File: config.mk
export PLATFORM = sky130hd
export DESIGN_NAME = ubl_uart_status
export DESIGN_NICKNAME = d
export VERILOG_FILES = /design/src/ubl_pkg.sv /design/src/ubl_baud_div.sv /design/src/ubl_uart_status.sv
export SDC_FILE = /design/constraint.sdc
export NUM_CORES = 1
export LEC_CHECK = 0
export BUFFER_PORTS_ARGS = -buffer_cell sky130_fd_sc_hd__buf_2
export CORE_MARGIN = 4
export CORE_UTILIZATION = 53
export CTS_CLUSTER_SIZE = 30
export DETAILED_ROUTE_END_ITERATION = 8
export GPL_ROUTABILITY_DRIVEN = 0
export PLACE_DENSITY = 0.84
export SLEW_MARGIN = 20
export SYNTH_ARGS = -nofsm -noshare
export SYNTH_HDL_FRONTEND = slang
export SYNTH_HIERARCHICAL = 1
export SYNTH_SLANG_ARGS = --single-unit
File: constraint.sdc
create_clock -name i_core_clk -period 3.3 [get_ports i_core_clk]
set_clock_uncertainty 0.1 [all_clocks]
set_input_delay 0.99 -clock i_core_clk [delete_from_list [all_inputs] [get_ports i_core_clk]]
set_output_delay 0.99 -clock i_core_clk [all_outputs]
set_load 0.01 [all_outputs]
File: src/ubl_pkg.sv
package ubl_pkg;
  // Byte addresses of the register words on the AXI4-Lite bus.
  localparam logic [7:0] ADDR_DATA = 8'h00;
  localparam logic [7:0] ADDR_IEN = 8'h04;
  localparam logic [7:0] ADDR_LCTL = 8'h0C;
  localparam logic [7:0] ADDR_LSTAT = 8'h14;
  // Line control fields.
  localparam int LC_WLEN_LO = 0;
  localparam int LC_STOP = 2;
  localparam int LC_PEN = 3;
  localparam int LC_EVEN = 4;
  localparam int LC_DIVACC = 7;
  // Interrupt enable fields.
  localparam int IE_TX_HOLDING_EMPTY_FLAG = 1;
  localparam int IE_LSTAT = 2;
  // Line status fields.
  localparam int LS_READY = 0;
  localparam int LS_OVERRUN = 1;
  localparam int LS_PARITY = 2;
  localparam int LS_FRAMING = 3;
  localparam int LS_BREAK = 4;
  localparam int LS_TX_HOLDING_EMPTY_FLAG = 5;
  localparam int LS_IDLE = 6;
  // Reset values.
  localparam logic [15:0] DIV_RESET = 16'h0001;
  localparam logic [7:0] LCTL_RESET = 8'h03;
  localparam logic [7:0] IEN_RESET = 8'h00;
  // Oversampling: ticks per bit, and the half bit used for sampling.
  localparam logic [3:0] TICK_LAST = 4'hF;
  localparam logic [3:0] HALF_LAST = 4'h7;
  localparam logic [7:0] TICKS_BIT = 8'h10;
  localparam logic [7:0] TICKS_HALF = 8'h08;
  localparam logic [1:0] RESP_OKAY = 2'b00;
  localparam logic [1:0] RESP_SLVERR = 2'b10;
endpackage

File: src/ubl_baud_div.sv
`timescale 1ns/1ns
`default_nettype none
module ubl_baud_div #(
  parameter int WIDTH = 16
) (
  input wire logic i_core_clk,
  input wire logic i_resetn,
  input wire logic [WIDTH-1:0] i_divisor,
  input wire logic i_reload,
  output logic o_tick
);
  logic [WIDTH-1:0] count;

  // A divisor of one gives a tick on every clock.
  always_ff @(posedge i_core_clk or negedge i_resetn) begin
    if (!i_resetn) begin
      count <= {{(WIDTH-1){1'b0}}, 1'b1};
      o_tick <= 1'b0;
    end else if (i_reload) begin
      count <= i_divisor;
      o_tick <= 1'b0;
    end else if (count <= {{(WIDTH-1){1'b0}}, 1'b1}) begin
      count <= i_divisor;
      o_tick <= 1'b1;
    end else begin
      count <= count - {{(WIDTH-1){1'b0}}, 1'b1};
      o_tick <= 1'b0;
    end
  end
endmodule // ubl_baud_div
`default_nettype wire

File: src/ubl_uart_status.sv
// Local design decisions: the placing of the registers and the AXI4-Lite register port.
`timescale 1ns/1ns
`default_nettype none
module ubl_uart_status (
  input wire logic i_core_clk,
  input wire logic i_resetn,
  input wire logic [7:0] i_awaddr,
  input wire logic i_awvalid,
  output logic o_awready,
  input wire logic [31:0] i_wdata,
  input wire logic [3:0] i_wstrb,
  input wire logic i_wvalid,
  output logic o_wready,
  output logic [1:0] o_bresp,
  output logic o_bvalid,
  input wire logic i_bready,
  input wire logic [7:0] i_araddr,
  input wire logic i_arvalid,
  output logic o_arready,
  output logic [31:0] o_rdata,
  output logic [1:0] o_rresp,
  output logic o_rvalid,
  input wire logic i_rready,
  input wire logic i_serial_in,
  output logic o_serial_out,
  output logic o_irq
);
  typedef enum logic [2:0] {
    RX_IDLE, RX_START, RX_DATA, RX_PAR, RX_STOP, RX_BRK
  } ubl_rx_state_t;

  logic [7:0] aw_addr;
  logic [7:0] w_data;
  logic w_lane0;
  logic [7:0] div_lo;
  logic [7:0] div_hi;
  logic [7:0] ien;
  logic [7:0] lctl;
  logic [7:0] tx_holding_reg;
  logic [7:0] rx_buffer_reg;
  logic rx_ready_flag;
  logic overrun_flag;
  logic parity_error_flag;
  logic framing_error_flag;
  logic break_seen_flag;
  logic tx_holding_empty_flag;
  logic tx_idle_flag;
  logic div_reload;
  logic tick;
  logic do_wr;
  logic rd_take;
  logic rd_buffer;
  logic rd_status;
  logic wr_holding;
  logic [7:0] line_status;
  logic divisor_access_bit;
  logic [3:0] nbits;

  assign divisor_access_bit = lctl[ubl_pkg::LC_DIVACC];
  assign nbits = 4'd5 + {2'b00, lctl[ubl_pkg::LC_WLEN_LO +: 2]};
  assign do_wr = !o_awready && !o_wready && !o_bvalid;
  assign rd_take = i_arvalid && o_arready;
  assign rd_buffer = rd_take && !divisor_access_bit
    && i_araddr == ubl_pkg::ADDR_DATA;
  assign rd_status = rd_take && i_araddr == ubl_pkg::ADDR_LSTAT;
  assign wr_holding = do_wr && w_lane0 && !divisor_access_bit
    && aw_addr == ubl_pkg::ADDR_DATA;

  // Bit seven is tied low; the rest mirror live flags.
  assign line_status = {1'b0, tx_idle_flag, tx_holding_empty_flag,
    break_seen_flag, framing_error_flag, parity_error_flag,
    overrun_flag, rx_ready_flag};

  ubl_baud_div #(.WIDTH(16)) u_div (
    .i_core_clk(i_core_clk),
    .i_resetn(i_resetn),
    .i_divisor({div_hi, div_lo}),
    .i_reload(div_reload),
    .o_tick(tick)
  );

  // Write channel: address and data are taken in either order, then the
  // write happens once both are held and the response follows.
  always_ff @(posedge i_core_clk or negedge i_resetn) begin
    if (!i_resetn) begin
      o_awready <= 1'b1;
      o_wready <= 1'b1;
      o_bvalid <= 1'b0;
      o_bresp <= ubl_pkg::RESP_OKAY;
      aw_addr <= 8'h00;
      w_data <= 8'h00;
      w_lane0 <= 1'b0;
    end else begin
      if (i_awvalid && o_awready) begin
        aw_addr <= i_awaddr;
        o_awready <= 1'b0;
      end
      if (i_wvalid && o_wready) begin
        w_data <= i_wdata[7:0];
        w_lane0 <= i_wstrb[0];
        o_wready <= 1'b0;
      end
      if (do_wr) begin
        o_bvalid <= 1'b1;
        case (aw_addr)
          ubl_pkg::ADDR_DATA, ubl_pkg::ADDR_IEN, ubl_pkg::ADDR_LCTL,
          ubl_pkg::ADDR_LSTAT: o_bresp <= ubl_pkg::RESP_OKAY;
          default: o_bresp <= ubl_pkg::RESP_SLVERR;
        endcase
      end
      if (o_bvalid && i_bready) begin
        o_bvalid <= 1'b0;
        o_awready <= 1'b1;
        o_wready <= 1'b1;
      end
    end
  end

  // Software registers. Writes to the status word are accepted and
  // dropped, since its flags belong to the hardware.
  always_ff @(posedge i_core_clk or negedge i_resetn) begin
    if (!i_resetn) begin
      div_lo <= ubl_pkg::DIV_RESET[7:0];
      div_hi <= ubl_pkg::DIV_RESET[15:8];
      ien <= ubl_pkg::IEN_RESET;
      lctl <= ubl_pkg::LCTL_RESET;
      div_reload <= 1'b0;
    end else begin
      div_reload <= 1'b0;
      if (do_wr && w_lane0) begin
        case (aw_addr)
          ubl_pkg::ADDR_DATA: begin
            if (divisor_access_bit) begin
              div_lo <= w_data;
              div_reload <= 1'b1;
            end
          end
          ubl_pkg::ADDR_IEN: begin
            if (divisor_access_bit) begin
              div_hi <= w_data;
              div_reload <= 1'b1;
            end else begin
              ien <= {4'h0, w_data[3:0]};
            end
          end
          ubl_pkg::ADDR_LCTL: lctl <= w_data;
          default: ;
        endcase
      end
    end
  end

  // Read channel answers one cycle after the address is taken.
  always_ff @(posedge i_core_clk or negedge i_resetn) begin
    if (!i_resetn) begin
      o_arready <= 1'b1;
      o_rvalid <= 1'b0;
      o_rdata <= 32'h0000_0000;
      o_rresp <= ubl_pkg::RESP_OKAY;
    end else if (rd_take) begin
      o_arready <= 1'b0;
      o_rvalid <= 1'b1;
      o_rresp <= ubl_pkg::RESP_OKAY;
      case (i_araddr)
        ubl_pkg::ADDR_DATA: o_rdata <= {24'h00_0000,
          divisor_access_bit ? div_lo : rx_buffer_reg};
        ubl_pkg::ADDR_IEN: o_rdata <= {24'h00_0000,
          divisor_access_bit ? div_hi : ien};
        ubl_pkg::ADDR_LCTL: o_rdata <= {24'h00_0000, lctl};
        ubl_pkg::ADDR_LSTAT: o_rdata <= {24'h00_0000, line_status};
        default: begin
          o_rdata <= 32'h0000_0000;
          o_rresp <= ubl_pkg::RESP_SLVERR;
        end
      endcase
    end else if (o_rvalid && i_rready) begin
      o_rvalid <= 1'b0;
      o_arready <= 1'b1;
    end
  end

  // Receiver, sampling each bit at its middle on the 16x tick.
  ubl_rx_state_t rx_state;
  logic [3:0] rx_cnt;
  logic [3:0] rx_bitn;
  logic [7:0] rx_shift;
  logic rx_parbit;
  logic rx_load;
  logic [7:0] rx_char;
  logic rx_par_err;
  logic rx_frm_err;
  logic rx_brk;
  logic [7:0] rx_aligned;

  assign rx_aligned = rx_shift >> (4'd8 - nbits);

  always_ff @(posedge i_core_clk or negedge i_resetn) begin
    if (!i_resetn) begin
      rx_state <= RX_IDLE;
      rx_cnt <= 4'h0;
      rx_bitn <= 4'h0;
      rx_shift <= 8'h00;
      rx_parbit <= 1'b0;
      rx_load <= 1'b0;
      rx_char <= 8'h00;
      rx_par_err <= 1'b0;
      rx_frm_err <= 1'b0;
      rx_brk <= 1'b0;
    end else begin
      rx_load <= 1'b0;
      rx_par_err <= 1'b0;
      rx_frm_err <= 1'b0;
      rx_brk <= 1'b0;
      if (tick) begin
        rx_cnt <= rx_cnt + 4'h1;
        case (rx_state)
          RX_IDLE: begin
            rx_cnt <= 4'h0;
            if (!i_serial_in) begin
              rx_state <= RX_START;
            end
          end
          RX_START: begin
            if (rx_cnt == ubl_pkg::HALF_LAST) begin
              rx_cnt <= 4'h0;
              rx_bitn <= 4'h0;
              // A start that is gone by mid-bit was a glitch.
              rx_state <= i_serial_in ? RX_IDLE : RX_DATA;
            end
          end
          RX_DATA: begin
            if (rx_cnt == ubl_pkg::TICK_LAST) begin
              rx_shift <= {i_serial_in, rx_shift[7:1]};
              rx_bitn <= rx_bitn + 4'h1;
              if (rx_bitn == nbits - 4'h1) begin
                rx_state <= lctl[ubl_pkg::LC_PEN] ? RX_PAR : RX_STOP;
              end
            end
          end
          RX_PAR: begin
            if (rx_cnt == ubl_pkg::TICK_LAST) begin
              rx_parbit <= i_serial_in;
              rx_state <= RX_STOP;
            end
          end
          RX_STOP: begin
            // Only the first stop bit is examined.
            if (rx_cnt == ubl_pkg::TICK_LAST) begin
              rx_load <= 1'b1;
              rx_char <= rx_aligned;
              rx_par_err <= lctl[ubl_pkg::LC_PEN]
                && ((^rx_aligned ^ rx_parbit) ~^ lctl[ubl_pkg::LC_EVEN]);
              rx_state <= RX_IDLE;
              if (!i_serial_in && rx_aligned == 8'h00
                  && !(lctl[ubl_pkg::LC_PEN] && rx_parbit)) begin
                rx_brk <= 1'b1;
                rx_par_err <= 1'b0;
                // A break also ends on a low stop bit, so it counts as a
                // framing error as well.
                rx_frm_err <= 1'b1;
                rx_cnt <= 4'h0;
                rx_state <= RX_BRK;
              end else if (!i_serial_in) begin
                rx_frm_err <= 1'b1;
                // The low stop bit is taken as the next start bit.
                rx_cnt <= 4'h0;
                rx_state <= RX_START;
              end
            end
          end
          RX_BRK: begin
            // Leave only after the line has been high for half a bit.
            if (i_serial_in == 1'b0) begin
              rx_cnt <= 4'h0;
            end else if (rx_cnt == ubl_pkg::HALF_LAST) begin
              rx_state <= RX_IDLE;
            end
          end
          default: rx_state <= RX_IDLE;
        endcase
      end
    end
  end

  // Receive flags. A new event in the cycle of its clearing read wins.
  always_ff @(posedge i_core_clk or negedge i_resetn) begin
    if (!i_resetn) begin
      rx_buffer_reg <= 8'h00;
      rx_ready_flag <= 1'b0;
      overrun_flag <= 1'b0;
      parity_error_flag <= 1'b0;
      framing_error_flag <= 1'b0;
      break_seen_flag <= 1'b0;
    end else begin
      if (rx_load) begin
        rx_buffer_reg <= rx_char;
        rx_ready_flag <= 1'b1;
      end else if (rd_buffer) begin
        rx_ready_flag <= 1'b0;
      end
      if (rx_load && rx_ready_flag && !rd_buffer) begin
        overrun_flag <= 1'b1;
      end else if (rd_status) begin
        overrun_flag <= 1'b0;
      end
      if (rx_par_err) begin
        parity_error_flag <= 1'b1;
      end else if (rd_status) begin
        parity_error_flag <= 1'b0;
      end
      if (rx_frm_err) begin
        framing_error_flag <= 1'b1;
      end else if (rd_status) begin
        framing_error_flag <= 1'b0;
      end
      if (rx_brk) begin
        break_seen_flag <= 1'b1;
      end else if (rd_status) begin
        break_seen_flag <= 1'b0;
      end
    end
  end

  // Transmitter: holding register feeding a shifter that sends LSB first.
  logic tx_busy;
  logic [3:0] tx_cnt;
  logic [7:0] tx_left;
  logic [11:0] tx_shift;
  logic [11:0] tx_frame;
  logic [7:0] tx_total;
  logic tx_move;

  assign tx_move = !tx_busy && !tx_holding_empty_flag;

  always_comb begin
    logic [7:0] d;
    d = tx_holding_reg & ~(8'hFF << nbits);
    tx_frame = 12'hFFF;
    tx_frame[0] = 1'b0;
    tx_frame[8:1] = d | (8'hFF << nbits);
    if (lctl[ubl_pkg::LC_PEN]) begin
      tx_frame[nbits + 4'h1] = ^d ^ ~lctl[ubl_pkg::LC_EVEN];
    end
    // Ticks in a frame: start, data, parity, then the stop length.
    tx_total = ubl_pkg::TICKS_BIT * (8'd2 + {4'h0, nbits}
      + {7'h00, lctl[ubl_pkg::LC_PEN]});
    if (lctl[ubl_pkg::LC_STOP]) begin
      tx_total = tx_total + ((nbits == 4'd5) ? ubl_pkg::TICKS_HALF
        : ubl_pkg::TICKS_BIT);
    end
  end

  always_ff @(posedge i_core_clk or negedge i_resetn) begin
    if (!i_resetn) begin
      tx_holding_reg <= 8'h00;
      tx_holding_empty_flag <= 1'b1;
      tx_busy <= 1'b0;
      tx_cnt <= 4'h0;
      tx_left <= 8'h00;
      tx_shift <= 12'hFFF;
    end else begin
      if (wr_holding) begin
        tx_holding_reg <= w_data;
        tx_holding_empty_flag <= 1'b0;
      end else if (tx_move) begin
        tx_holding_empty_flag <= 1'b1;
      end
      if (tx_move) begin
        tx_busy <= 1'b1;
        tx_shift <= tx_frame;
        tx_left <= tx_total;
        tx_cnt <= 4'h0;
      end else if (tx_busy && tick) begin
        tx_cnt <= tx_cnt + 4'h1;
        tx_left <= tx_left - 8'h01;
        if (tx_cnt == ubl_pkg::TICK_LAST) begin
          tx_shift <= {1'b1, tx_shift[11:1]};
        end
        if (tx_left == 8'h01) begin
          tx_busy <= 1'b0;
        end
      end
    end
  end

  // Registered outputs: serial line, idle flag and interrupt request.
  always_ff @(posedge i_core_clk or negedge i_resetn) begin
    if (!i_resetn) begin
      o_serial_out <= 1'b1;
      tx_idle_flag <= 1'b1;
      o_irq <= 1'b0;
    end else begin
      o_serial_out <= tx_busy ? tx_shift[0] : 1'b1;
      tx_idle_flag <= tx_holding_empty_flag && !tx_busy
        && !tx_move && !wr_holding;
      o_irq <= (ien[ubl_pkg::IE_LSTAT] && (overrun_flag
        || parity_error_flag || framing_error_flag || break_seen_flag))
        || (ien[ubl_pkg::IE_TX_HOLDING_EMPTY_FLAG] && tx_holding_empty_flag);
    end
  end
endmodule // ubl_uart_status
`default_nettype wire
Word-level counts from Yosys, hierarchy flattened:

Index checks and enable logic that the tools add are counted.

* register bits after elaboration: 186
* bits of input ports: 60
* output and inout bits: 43
* word-level logic and storage cells: 254

* $lt $le $gt $ge: 3
* equal/unequal tests: 25
* multiplexer cells: 85
* add/subtract/negate cells: 12
* shift-type cells: 2
* reductions and logical operators: 76
* bitwise operators: 8

Operators with widths (count)
* $mux 12: 4
* $mux 1: 46
* $mux 8: 5
* $mux 16: 2
* $mux 4: 8
* $pmux 8 s4: 1
* $mux 3: 10
* $reduce_bool 2->1: 14
* $logic_and 1x1->1: 27
* $logic_not 8->1: 3
* $pmux 3 s6: 1
* $reduce_and 3->1: 6
* $add 4x1->4 const B: 4
* $eq 8x3->1 const B: 2
* $eq 8x4->1 const B: 2
* $eq 8x5->1 const B: 2
* $le 16x1->1 const B: 1
* $ne 2x2->1 const B: 8
* $pmux 4 s4: 1
* $reduce_xor 8->1: 2
* $sub 16x1->16 const B: 1
* $bwmux 12: 1
* $logic_not 1->1: 11
* $reduce_and 9->1: 1
* 34 further kinds: 48

Logic depth before layout (Yosys ltp):

Gate-level depths: netlist of the first run.

* depth in word-level cells: 11
* depth in mapped cells: 15
* depth with buffers taken out: 13

Cells and area by module:

Netlist of the first run, hierarchy kept.

Modules (own cells, without submodules)
* ubl_uart_status: cells an instance 666, area each 7399.6 um^2, instances 1, seq. area each 3604.7 um^2
* ubl_baud_div: cells an instance 93, area each 920.9 um^2, instances 1, seq. area each 426.7 um^2

Worst setup path after synthesis of the first run:

No wires, ideal clock.

* path kind: reg2reg
* from: reg lctl[0]
* to: reg rx_par_err
* data required time: 3068 ps
* buffers on the path: 2
* setup slack: 156 ps
* period minus slack after synthesis: 3144 ps
* arrival time: 2912 ps
* setup time: 132 ps
* cell stages (with the launch flop): 12
* cell sequence: dfstp_2 > buf_2 > inv_1 > ha_1 > clkbuf_1 > mux4_2 > nand2_1 > ha_1 > xnor2_1 > xnor2_1 > xnor2_1 > nor3_1

* longest elaborated chain between the ends: 11
* elaborated cells between the ends (all ways): 14
* those cells by class: add/sub (2); shift (1); mux (4); bitwise (2); reduce/logical (5)

RTL lines
* start, declared: RTL line ubl_uart_status.sv:38 `logic [7:0] lctl;`
* start signal, assigned: RTL line ubl_uart_status.sv:126 `lctl <= ubl_pkg::LCTL_RESET;`
* start signal, assigned: RTL line ubl_uart_status.sv:146 `ubl_pkg::ADDR_LCTL: lctl <= w_data;`
* $add 3x2->4 (*): RTL line ubl_uart_status.sv:60 `assign nbits = 4'd5 + {2'b00, lctl[ubl_pkg::LC_WLEN_LO +: 2]};`
* $sub 4x4->4 (*): RTL line ubl_uart_status.sv:195 `assign rx_aligned = rx_shift >> (4'd8 - nbits);`
* $shr 8x4->8 (*): RTL line ubl_uart_status.sv:195
* $reduce_xor 8->1: RTL line ubl_uart_status.sv:252 `&& ((^rx_aligned ^ rx_parbit) ~^ lctl[ubl_pkg::LC_EVEN]);`
* $xor 1x1->1: RTL line ubl_uart_status.sv:252
* $xnor 1x1->1: RTL line ubl_uart_status.sv:252
* $logic_and 1x1->1: RTL line ubl_uart_status.sv:252
* $mux 1 (*): RTL line ubl_uart_status.sv:254 `if (!i_serial_in && rx_aligned == 8'h00`
* $mux 1 (*): RTL line ubl_uart_status.sv:248 `if (rx_cnt == ubl_pkg::TICK_LAST) begin`
* $mux 1 (*): RTL line ubl_uart_status.sv:216 `case (rx_state)`
* $mux 1 (*): RTL line ubl_uart_status.sv:214 `if (tick) begin`
* end signal, assigned: RTL line ubl_uart_status.sv:251 `rx_par_err <= lctl[ubl_pkg::LC_PEN]`
* end, declared: RTL line ubl_uart_status.sv:190 `logic rx_par_err;`

Every way passes the cells marked *; elsewhere a longest branch is shown, timed or not.
A chain may end at the register's enable or synchronous reset.

Worst setup path after layout of the first run:

* from: reg lctl[0]
* to: reg rx_state[2]

* longest elaborated chain between the ends: 9
* elaborated cells between the ends (all ways): 13
* those cells by class: add/sub (3); eq/ne (2); shift (1); mux (3); reduce/logical (4)

RTL lines
* $add 3x2->4 (*): RTL line ubl_uart_status.sv:60
* $sub 4x4->4: RTL line ubl_uart_status.sv:195
* $shr 8x4->8: RTL line ubl_uart_status.sv:195
* $logic_not 8->1: RTL line ubl_uart_status.sv:254
* $logic_and 1x1->1: RTL line ubl_uart_status.sv:254
* $logic_and 1x1->1: RTL line ubl_uart_status.sv:255 `&& !(lctl[ubl_pkg::LC_PEN] && rx_parbit)) begin`
* $mux 3: RTL line ubl_uart_status.sv:254
* $mux 3: RTL line ubl_uart_status.sv:248
* $pmux 3 s6: RTL line ubl_uart_status.sv:216
* end signal, assigned: RTL line ubl_uart_status.sv:228 `rx_state <= i_serial_in ? RX_IDLE : RX_DATA;`
* end signal, assigned: RTL line ubl_uart_status.sv:236 `rx_state <= lctl[ubl_pkg::LC_PEN] ? RX_PAR : RX_STOP;`
* end, declared: RTL line ubl_uart_status.sv:183 `ubl_rx_state_t rx_state;`

Every way passes the cells marked *; elsewhere a longest branch is shown, timed or not. The select of a mux whose other input is x is not followed.

==> out/results.ini, run 1 <==
[sta]
tns_ns = 0
tightest_slew_ns = 1.01
grt_setup_unrepaired = no
fin_crit_sh = 0.909
slew_headroom = 0.327
fmax_mhz = 333
layout_min_cycle_time_ns = 3.00
finalMaxSlewViolations = 0
hold_viol_final = 0
finalSetupViolCount = 0

[detailed_routing]
finalWirelength_mm = 17.3
drc_errors = 0
drt_pre_antenna_iters = 5
drt_iter0_drc = 391
antenna_left = 0
vias_per_cell = 5.58
routedWlPerCell_um = 16.8
vias = 5737

[final_layout]
regMostFlops = u_div/count
top_regs = u_div/count (16), tx_shift (12)
utilization = 0.603
syn_to_final_growth_pct = 11.0
drive_above_1_share = 0.245
largest_reg_flops = 16
final_cells = 1028
antenna_cells = 0
nets = 888

[clocking]
htreeDepth = 4
post-cts-setup-buffers = 0
cts_tree = built
cts_root_buf = clkbuf_16
ctsResizeCount = 0
hold_buffers = 0
clockBufferDepth = 2
cts_sinks = 160
cts_inserted_buffers = 17
clock_latency_ns = 0.44
clk_pin_slew_worst_paths_ns = 0.06

[grt]
grt_antenna_before_repair = 0
grt_pass1_wl_mm = 28.0
grt_util_all_layers = 0.199
grt_max_degree = 64
grt_pass1_vias = 5508
gr-total-overflow = 0

[synthesis]
synth_edf_count = 0
netlist.area_leader.share = 0.415
synth_top_flop_cell = dfrtp_1
syn-mean-instance-area_um2 = 11.0
synthCells = 759
syn_area_mm2 = 0.00832
synth_area_leaders = dfrtp_1 42%, mux2_2 8.9%, dfstp_2 6.9%
synth_seq_area_share = 0.485
ys_warn_count = 6
ys_seq_elements = 160
yosysTopAreaCell = dfrtp_1
ys_async_sr_fraction = 1.00
synth.distinct_cells = 71

[floorplan]
initial_core_util = 0.543
die_x_um = 133
ios = 103
die-area_mm2 = 0.0178
core_area_mm2 = 0.0153
fp-row-count = 45
dieHeight_um = 133

[placement]
dp_cells = 996
dp_hpwl_mm = 11.8
io_buffers = 49

[flow_run]
maxCapViolCount = 0

[critical_path]
crit_required_ns = 3.56
crit_path_max_fanout = 8
r2r_slack_ns = 0.30
start_kind = flop
worstPathArrival_ns = 3.26
worstSetupPathType = flop to flop
critPathCaptureType = flop

[pwr]
leakage_nw = 4.18
powerDensity_mw_per_mm2 = 639
ir_drop_mv = 0.409

[status]
status = finished, final reports clean

[worst_hold_path]
holdCritPathClass = flop to flop

==> area by class of cell <==
type / count / area [um^2]
Fill cell: 1208 / 6080
Sequential cell: 160 / 4030
Multi-Input combinational cell: 541 / 3940
Clock buffer: 19 / 433
Timing Repair Buffer: 57 / 337
Tap cell: 211 / 264
Clock inverter: 13 / 130
Inverter: 27 / 101
==> power by group <==
part / switching, mW / internal [mW] / leakage, nW
clock: 0.832 / 1.05 / 0.272
sequential: 0.525 / 2.33 / 2.02
combinational: 0.583 / 0.589 / 1.89
==> cells by family after synthesis <==
family,Yosys count,synth area share
DFF,160,0.485
xor gates and xnor gates,37,0.0415
and+or+nand+nor,218,0.142
buffers and inverters,83,0.0529
adders and majority gates,25,0.0373
AOI/OAI and AO/OA,130,0.0965
other,1,0.000451
muxes,105,0.145
==> Yosys cell counts, types with 5 or more instances <==
cell      instances
dfrtp_1         138
mux2_2           66
nand2_1          66
nor2_1           54
o21ai_0          45
a21oi_1          36
buf_4            28
xnor2_1          28
inv_1            27
mux2i_1          26
ha_1             24
dfstp_2          22
nor3_1           22
clkbuf_1         19
nand3_1          11
a22o_1            8
mux2_1            8
nand2b_1          7
xor2_1            7
buf_2             6
nor3b_1           6
mux4_2            5
nand3b_1          5
nand4_1           5
o31ai_1           5
==> worst max-delay path, stage by stage, from the launching register on <==
cell,delay (ns)
dfstp_2,0.59
inv_1,0.13
ha_1,0.48
buf_4,0.20
mux4_2,0.49
nand2_1,0.10
ha_1,0.15
and4b_1,0.18
nand3_1,0.12
nor3_1,0.18
o21ai_0,0.10
o21ai_0,0.09
==> cell usage in the layout, fill, tap and decap left out, types with 8 or more instances in the layout <==
cell / n
a21oi_1: 36
a22o_1: 8
buf_2: 48
clkbuf_16: 17
conb_1: 26
dfrtp_1: 138
dfstp_2: 22
ha_1: 24
inv_1: 27
mux2_1: 8
mux2_2: 66
mux2i_1: 26
nand2_1: 66
nand3_1: 11
nor2_1: 54
nor3_1: 22
o21ai_0: 45
xnor2_1: 28
==> per-stage QoR <==
stage / hold slack (ns) / setup WS, ns / total power [mW] / cell area, um^2
global placement: 0.309 / 0.432 / 3.97 / 8680
finish: 0.335 / 0.300 / 5.91 / 9240
detailed placement: 0.318 / 0.358 / 4.04 / 8680
CTS: 0.335 / 0.320 / 5.93 / 9240
floorplan: 0.304 / 0.156 / 3.64 / 8410
global route: 0.350 / 0.0451 / 6.21 / 9240
==> worst paths after layout <==
| kind | from | cells after the start | to |
|---|---|---|---|
| min | rx_brk | 1 | break_seen_flag |
| max reg2reg | lctl[0] | 11 | rx_state[2] |
| max in group asynchronous | i_resetn | 2 | o_arready |
| min in group asynchronous | i_resetn | 1 | rx_cnt[2] |
| min reg2reg | rx_brk | 1 | break_seen_flag |
| max | lctl[0] | 11 | rx_state[2] |
==> routing by layer <==
metal / vias up / track usage / wire length, um / part of all wire
met5: - / 0 / 0 / 0
met4: 0 / 0.0714 / 298 / 0.017
met3: 27 / 0.0453 / 892 / 0.052
met2: 167 / 0.320 / 8480 / 0.49
met1: 2809 / 0.266 / 7600 / 0.44
li1: 2734 / - / - / -
Note: power is estimated with default switching activity, not from simulation.
==> run 2: changes to the inputs <==
--- a/config.mk
+++ b/config.mk
@@ -10,3 +10,3 @@
 export CORE_UTILIZATION = 53
-export CTS_CLUSTER_SIZE = 30
+export CTS_CLUSTER_SIZE = 20
 export DETAILED_ROUTE_END_ITERATION = 8
==> constraint.sdc (replaced) <==
create_clock -name i_core_clk -period 3.3 [get_ports i_core_clk]
set_clock_uncertainty 0.1 [all_clocks]
set_input_delay 0.165 -clock i_core_clk [delete_from_list [all_inputs] [get_ports i_core_clk]]
set_output_delay 0.165 -clock i_core_clk [all_outputs]
set_load 0.01 [all_outputs]
==> run 2 against run 1 <==
Effect of this change:
- clock power increased by 5%
- combinational power up 3%
- maximum frequency increased by 1.3%
- power rose by 2.6%
- global-route usage increased by 0.091 points
- flip-flop and latch count unchanged
- sequential power is essentially flat
- sequential share of layout area is 1.4 points lower
- cell area increased by 3.3%
- worst hold slack lost 0.31 ns
- critical path depth did not move
==> out/results.ini, run 2 (same netlist as run 1, synthesis figures left out) <==
[status]
status = finished, final reports clean

[pwr]
p_int_mw = 4.16  ; +4.8%
switchingPower_mw = 1.90  ; -2.0%
swShare = 0.314  ; -0.0146
powerDensity_mw_per_mm2 = 635  ; -0.73%
power_frac_seq = 0.471  ; -0.012
ir_drop_mv = 0.424  ; +3.8%
fin_total_pwr_mw = 6.06  ; +2.6%
leakage_nw = 4.32  ; +3.4%
clkPwrFrac = 0.329  ; +0.010
power_frac_comb = 0.200  ; +0.002

[worst_hold_path]
worstHoldPathCells = 2  ; +1
min_to = o_rdata[7]
holdCritPathClass = input port to flop
hold_path_startpoint = i_araddr[4]

[sta]
slew_headroom = 0.328  ; +0.000961
finalMaxSlewViolations = 0  ; unchanged
layout_min_cycle_time_ns = 2.96  ; -0.0374 ns
tns_ns = 0  ; unchanged
hold_viol_final = 0  ; unchanged
fin_crit_sh = 0.898  ; -0.0113
finalSetupViolCount = 0  ; unchanged
layout_setup_ws_ns = 0.337  ; +0.0374 ns
tightest_slew_ns = 1.00  ; -0.00144 ns
grt_setup_unrepaired = no
fmax_mhz = 338  ; +1.3%

[detailed_routing]
finalWirelength_mm = 17.3  ; about the same
antenna_left = 0  ; unchanged
vias_per_cell = 5.59  ; +0.23%
drc_errors = 0  ; unchanged
routedWlPerCell_um = 16.3  ; -2.7%
drt_pre_antenna_iters = 5  ; unchanged
drt_iter0_drc = 385  ; -1.5%
vias = 5907  ; +3.0%

[floorplan]
core_area_mm2 = 0.0153  ; unchanged
fp-row-count = 45  ; unchanged
ios = 103  ; unchanged
dieHeight_um = 133  ; unchanged
initial_core_util = 0.543  ; unchanged
die-area_mm2 = 0.0178  ; unchanged
die_x_um = 133  ; unchanged

[critical_path]
r2r-end = rx_state[2]
rr_startpoint = lctl[0]
worstSetupPathType = flop to flop
crit_path_max_fanout = 8  ; unchanged
worstPathArrival_ns = 3.21  ; -0.05 ns
critPathCaptureType = flop
start_kind = flop
r2r_slack_ns = 0.34  ; +0.04 ns
crit_required_ns = 3.54  ; -0.02 ns
rr_worst_depth = 11  ; unchanged

[final_layout]
syn_to_final_growth_pct = 14.8
nets = 916  ; +3.2%
antenna_cells = 0  ; unchanged
layout_commonest_cell = dfrtp_1
regMostFlops = u_div/count
largest_reg_flops = 16  ; unchanged
final_cell_mix = 138 x dfrtp_1, 66 x nand2_1, 66 x mux2_2, 54 x nor2_1, 48 x buf_2
drive_above_1_share = 0.237  ; -0.00811
top_regs = u_div/count (16), tx_shift (12)

[clocking]
ctsResizeCount = 0  ; unchanged
cts_tree = built
clockBufferDepth = 2  ; unchanged
clock_latency_ns = 0.43  ; about the same
cts_inserted_buffers = 17  ; unchanged
cts_sinks = 160  ; unchanged
clk_pin_slew_worst_paths_ns = 0.06  ; about the same
htreeDepth = 4  ; unchanged
cts_root_buf = clkbuf_16

[grt]
grt_pass1_vias = 5550  ; +0.76%
grt_antenna_before_repair = 0  ; unchanged
grt_pass1_wl_mm = 28.3  ; +0.91%
grt_util_all_layers = 0.200  ; +0.000909
grt_max_degree = 82  ; +28%
gr-total-overflow = 0  ; unchanged

[placement]
io_buffers = 49  ; unchanged
dp_hpwl_mm = 11.8  ; -0.65%
dpl_worst_slack_ns = 0.380  ; +0.0225 ns

[flow_run]
maxCapViolCount = 0  ; unchanged

[run 2: power by group through the flow]
| stage | clock network, mW | logic, mW | registers (mW) |
|---|---|---|---|
| 6_report | 1.99 | 1.21 | 2.85 |
| 5_1_grt | 2.11 | 1.34 | 2.90 |
| 4_1_cts | 2.03 | 1.21 | 2.84 |
| 3_5_place_dp | 0 | 1.16 | 2.87 |
| 3_3_place_gp | 0 | 1.11 | 2.85 |
| 2_1_floorplan | 0 | 0.981 | 2.66 |
[run 2: cell type report]
class,instances,area (um^2)
clock buffer,20,447
timing repair buffer,85,604
clock inverter,12,158
multi-input combinational,541,3940
sequential,160,4030
fill,1165,5770
tap,211,264
inverter,27,101
[run 2: repair_timing]
item / 4_1_cts / 5_1_grt
setup buffers: 0 / 0
hold buffers: 28 / 0
hold endpoints to repair: 99 / 0
[run 2: worst max-delay path, cell delays in order, from the launching register on]
cell and delay, ns:
dfstp_2 0.59, inv_1 0.14, ha_1 0.51, buf_4 0.20, mux4_2 0.48, nand2_1 0.10, ha_1 0.15, and4b_1 0.18
nand3_1 0.12, nor3_1 0.14, o21ai_0 0.09, o21ai_0 0.10
[run 2: routing by layer]
layer | GRT usage | vias up | share of wire
met3 | 0.0434 | 32 | 0.049
li1 | - | 2792 | -
met4 | 0.0800 | 0 | 0.023
met2 | 0.319 | 164 | 0.49
met5 | 0 | - | 0
met1 | 0.267 | 2919 | 0.44
[run 2: how the worst max path moves through the flow]
stage,from,end,slack (ns),depth (start not counted)
finish,lctl[0],rx_state[2],0.34,11
global route,lctl[0],rx_state[2],0.18,11
CTS,lctl[0],rx_state[2],0.36,11
detailed placement,lctl[0],rx_state[2],0.38,11
global placement,lctl[0],rx_state[2],0.45,11
floorplan,lctl[0],rx_par_err,0.16,11
[run 2: stage by stage]
stage / hold WS [ns] / std cells / utilization / instance area [um^2]
floorplan: -0.231 / 784 / - / 8410
global placement: 0.162 / 996 / 0.566 / 8660
detailed placement: 0.162 / 996 / 0.566 / 8660
CTS: 0.00973 / 1056 / 0.623 / 9550
global route: 0.0672 / 1056 / 0.623 / 9550
finish: 0.0291 / 1056 / 0.623 / 9550
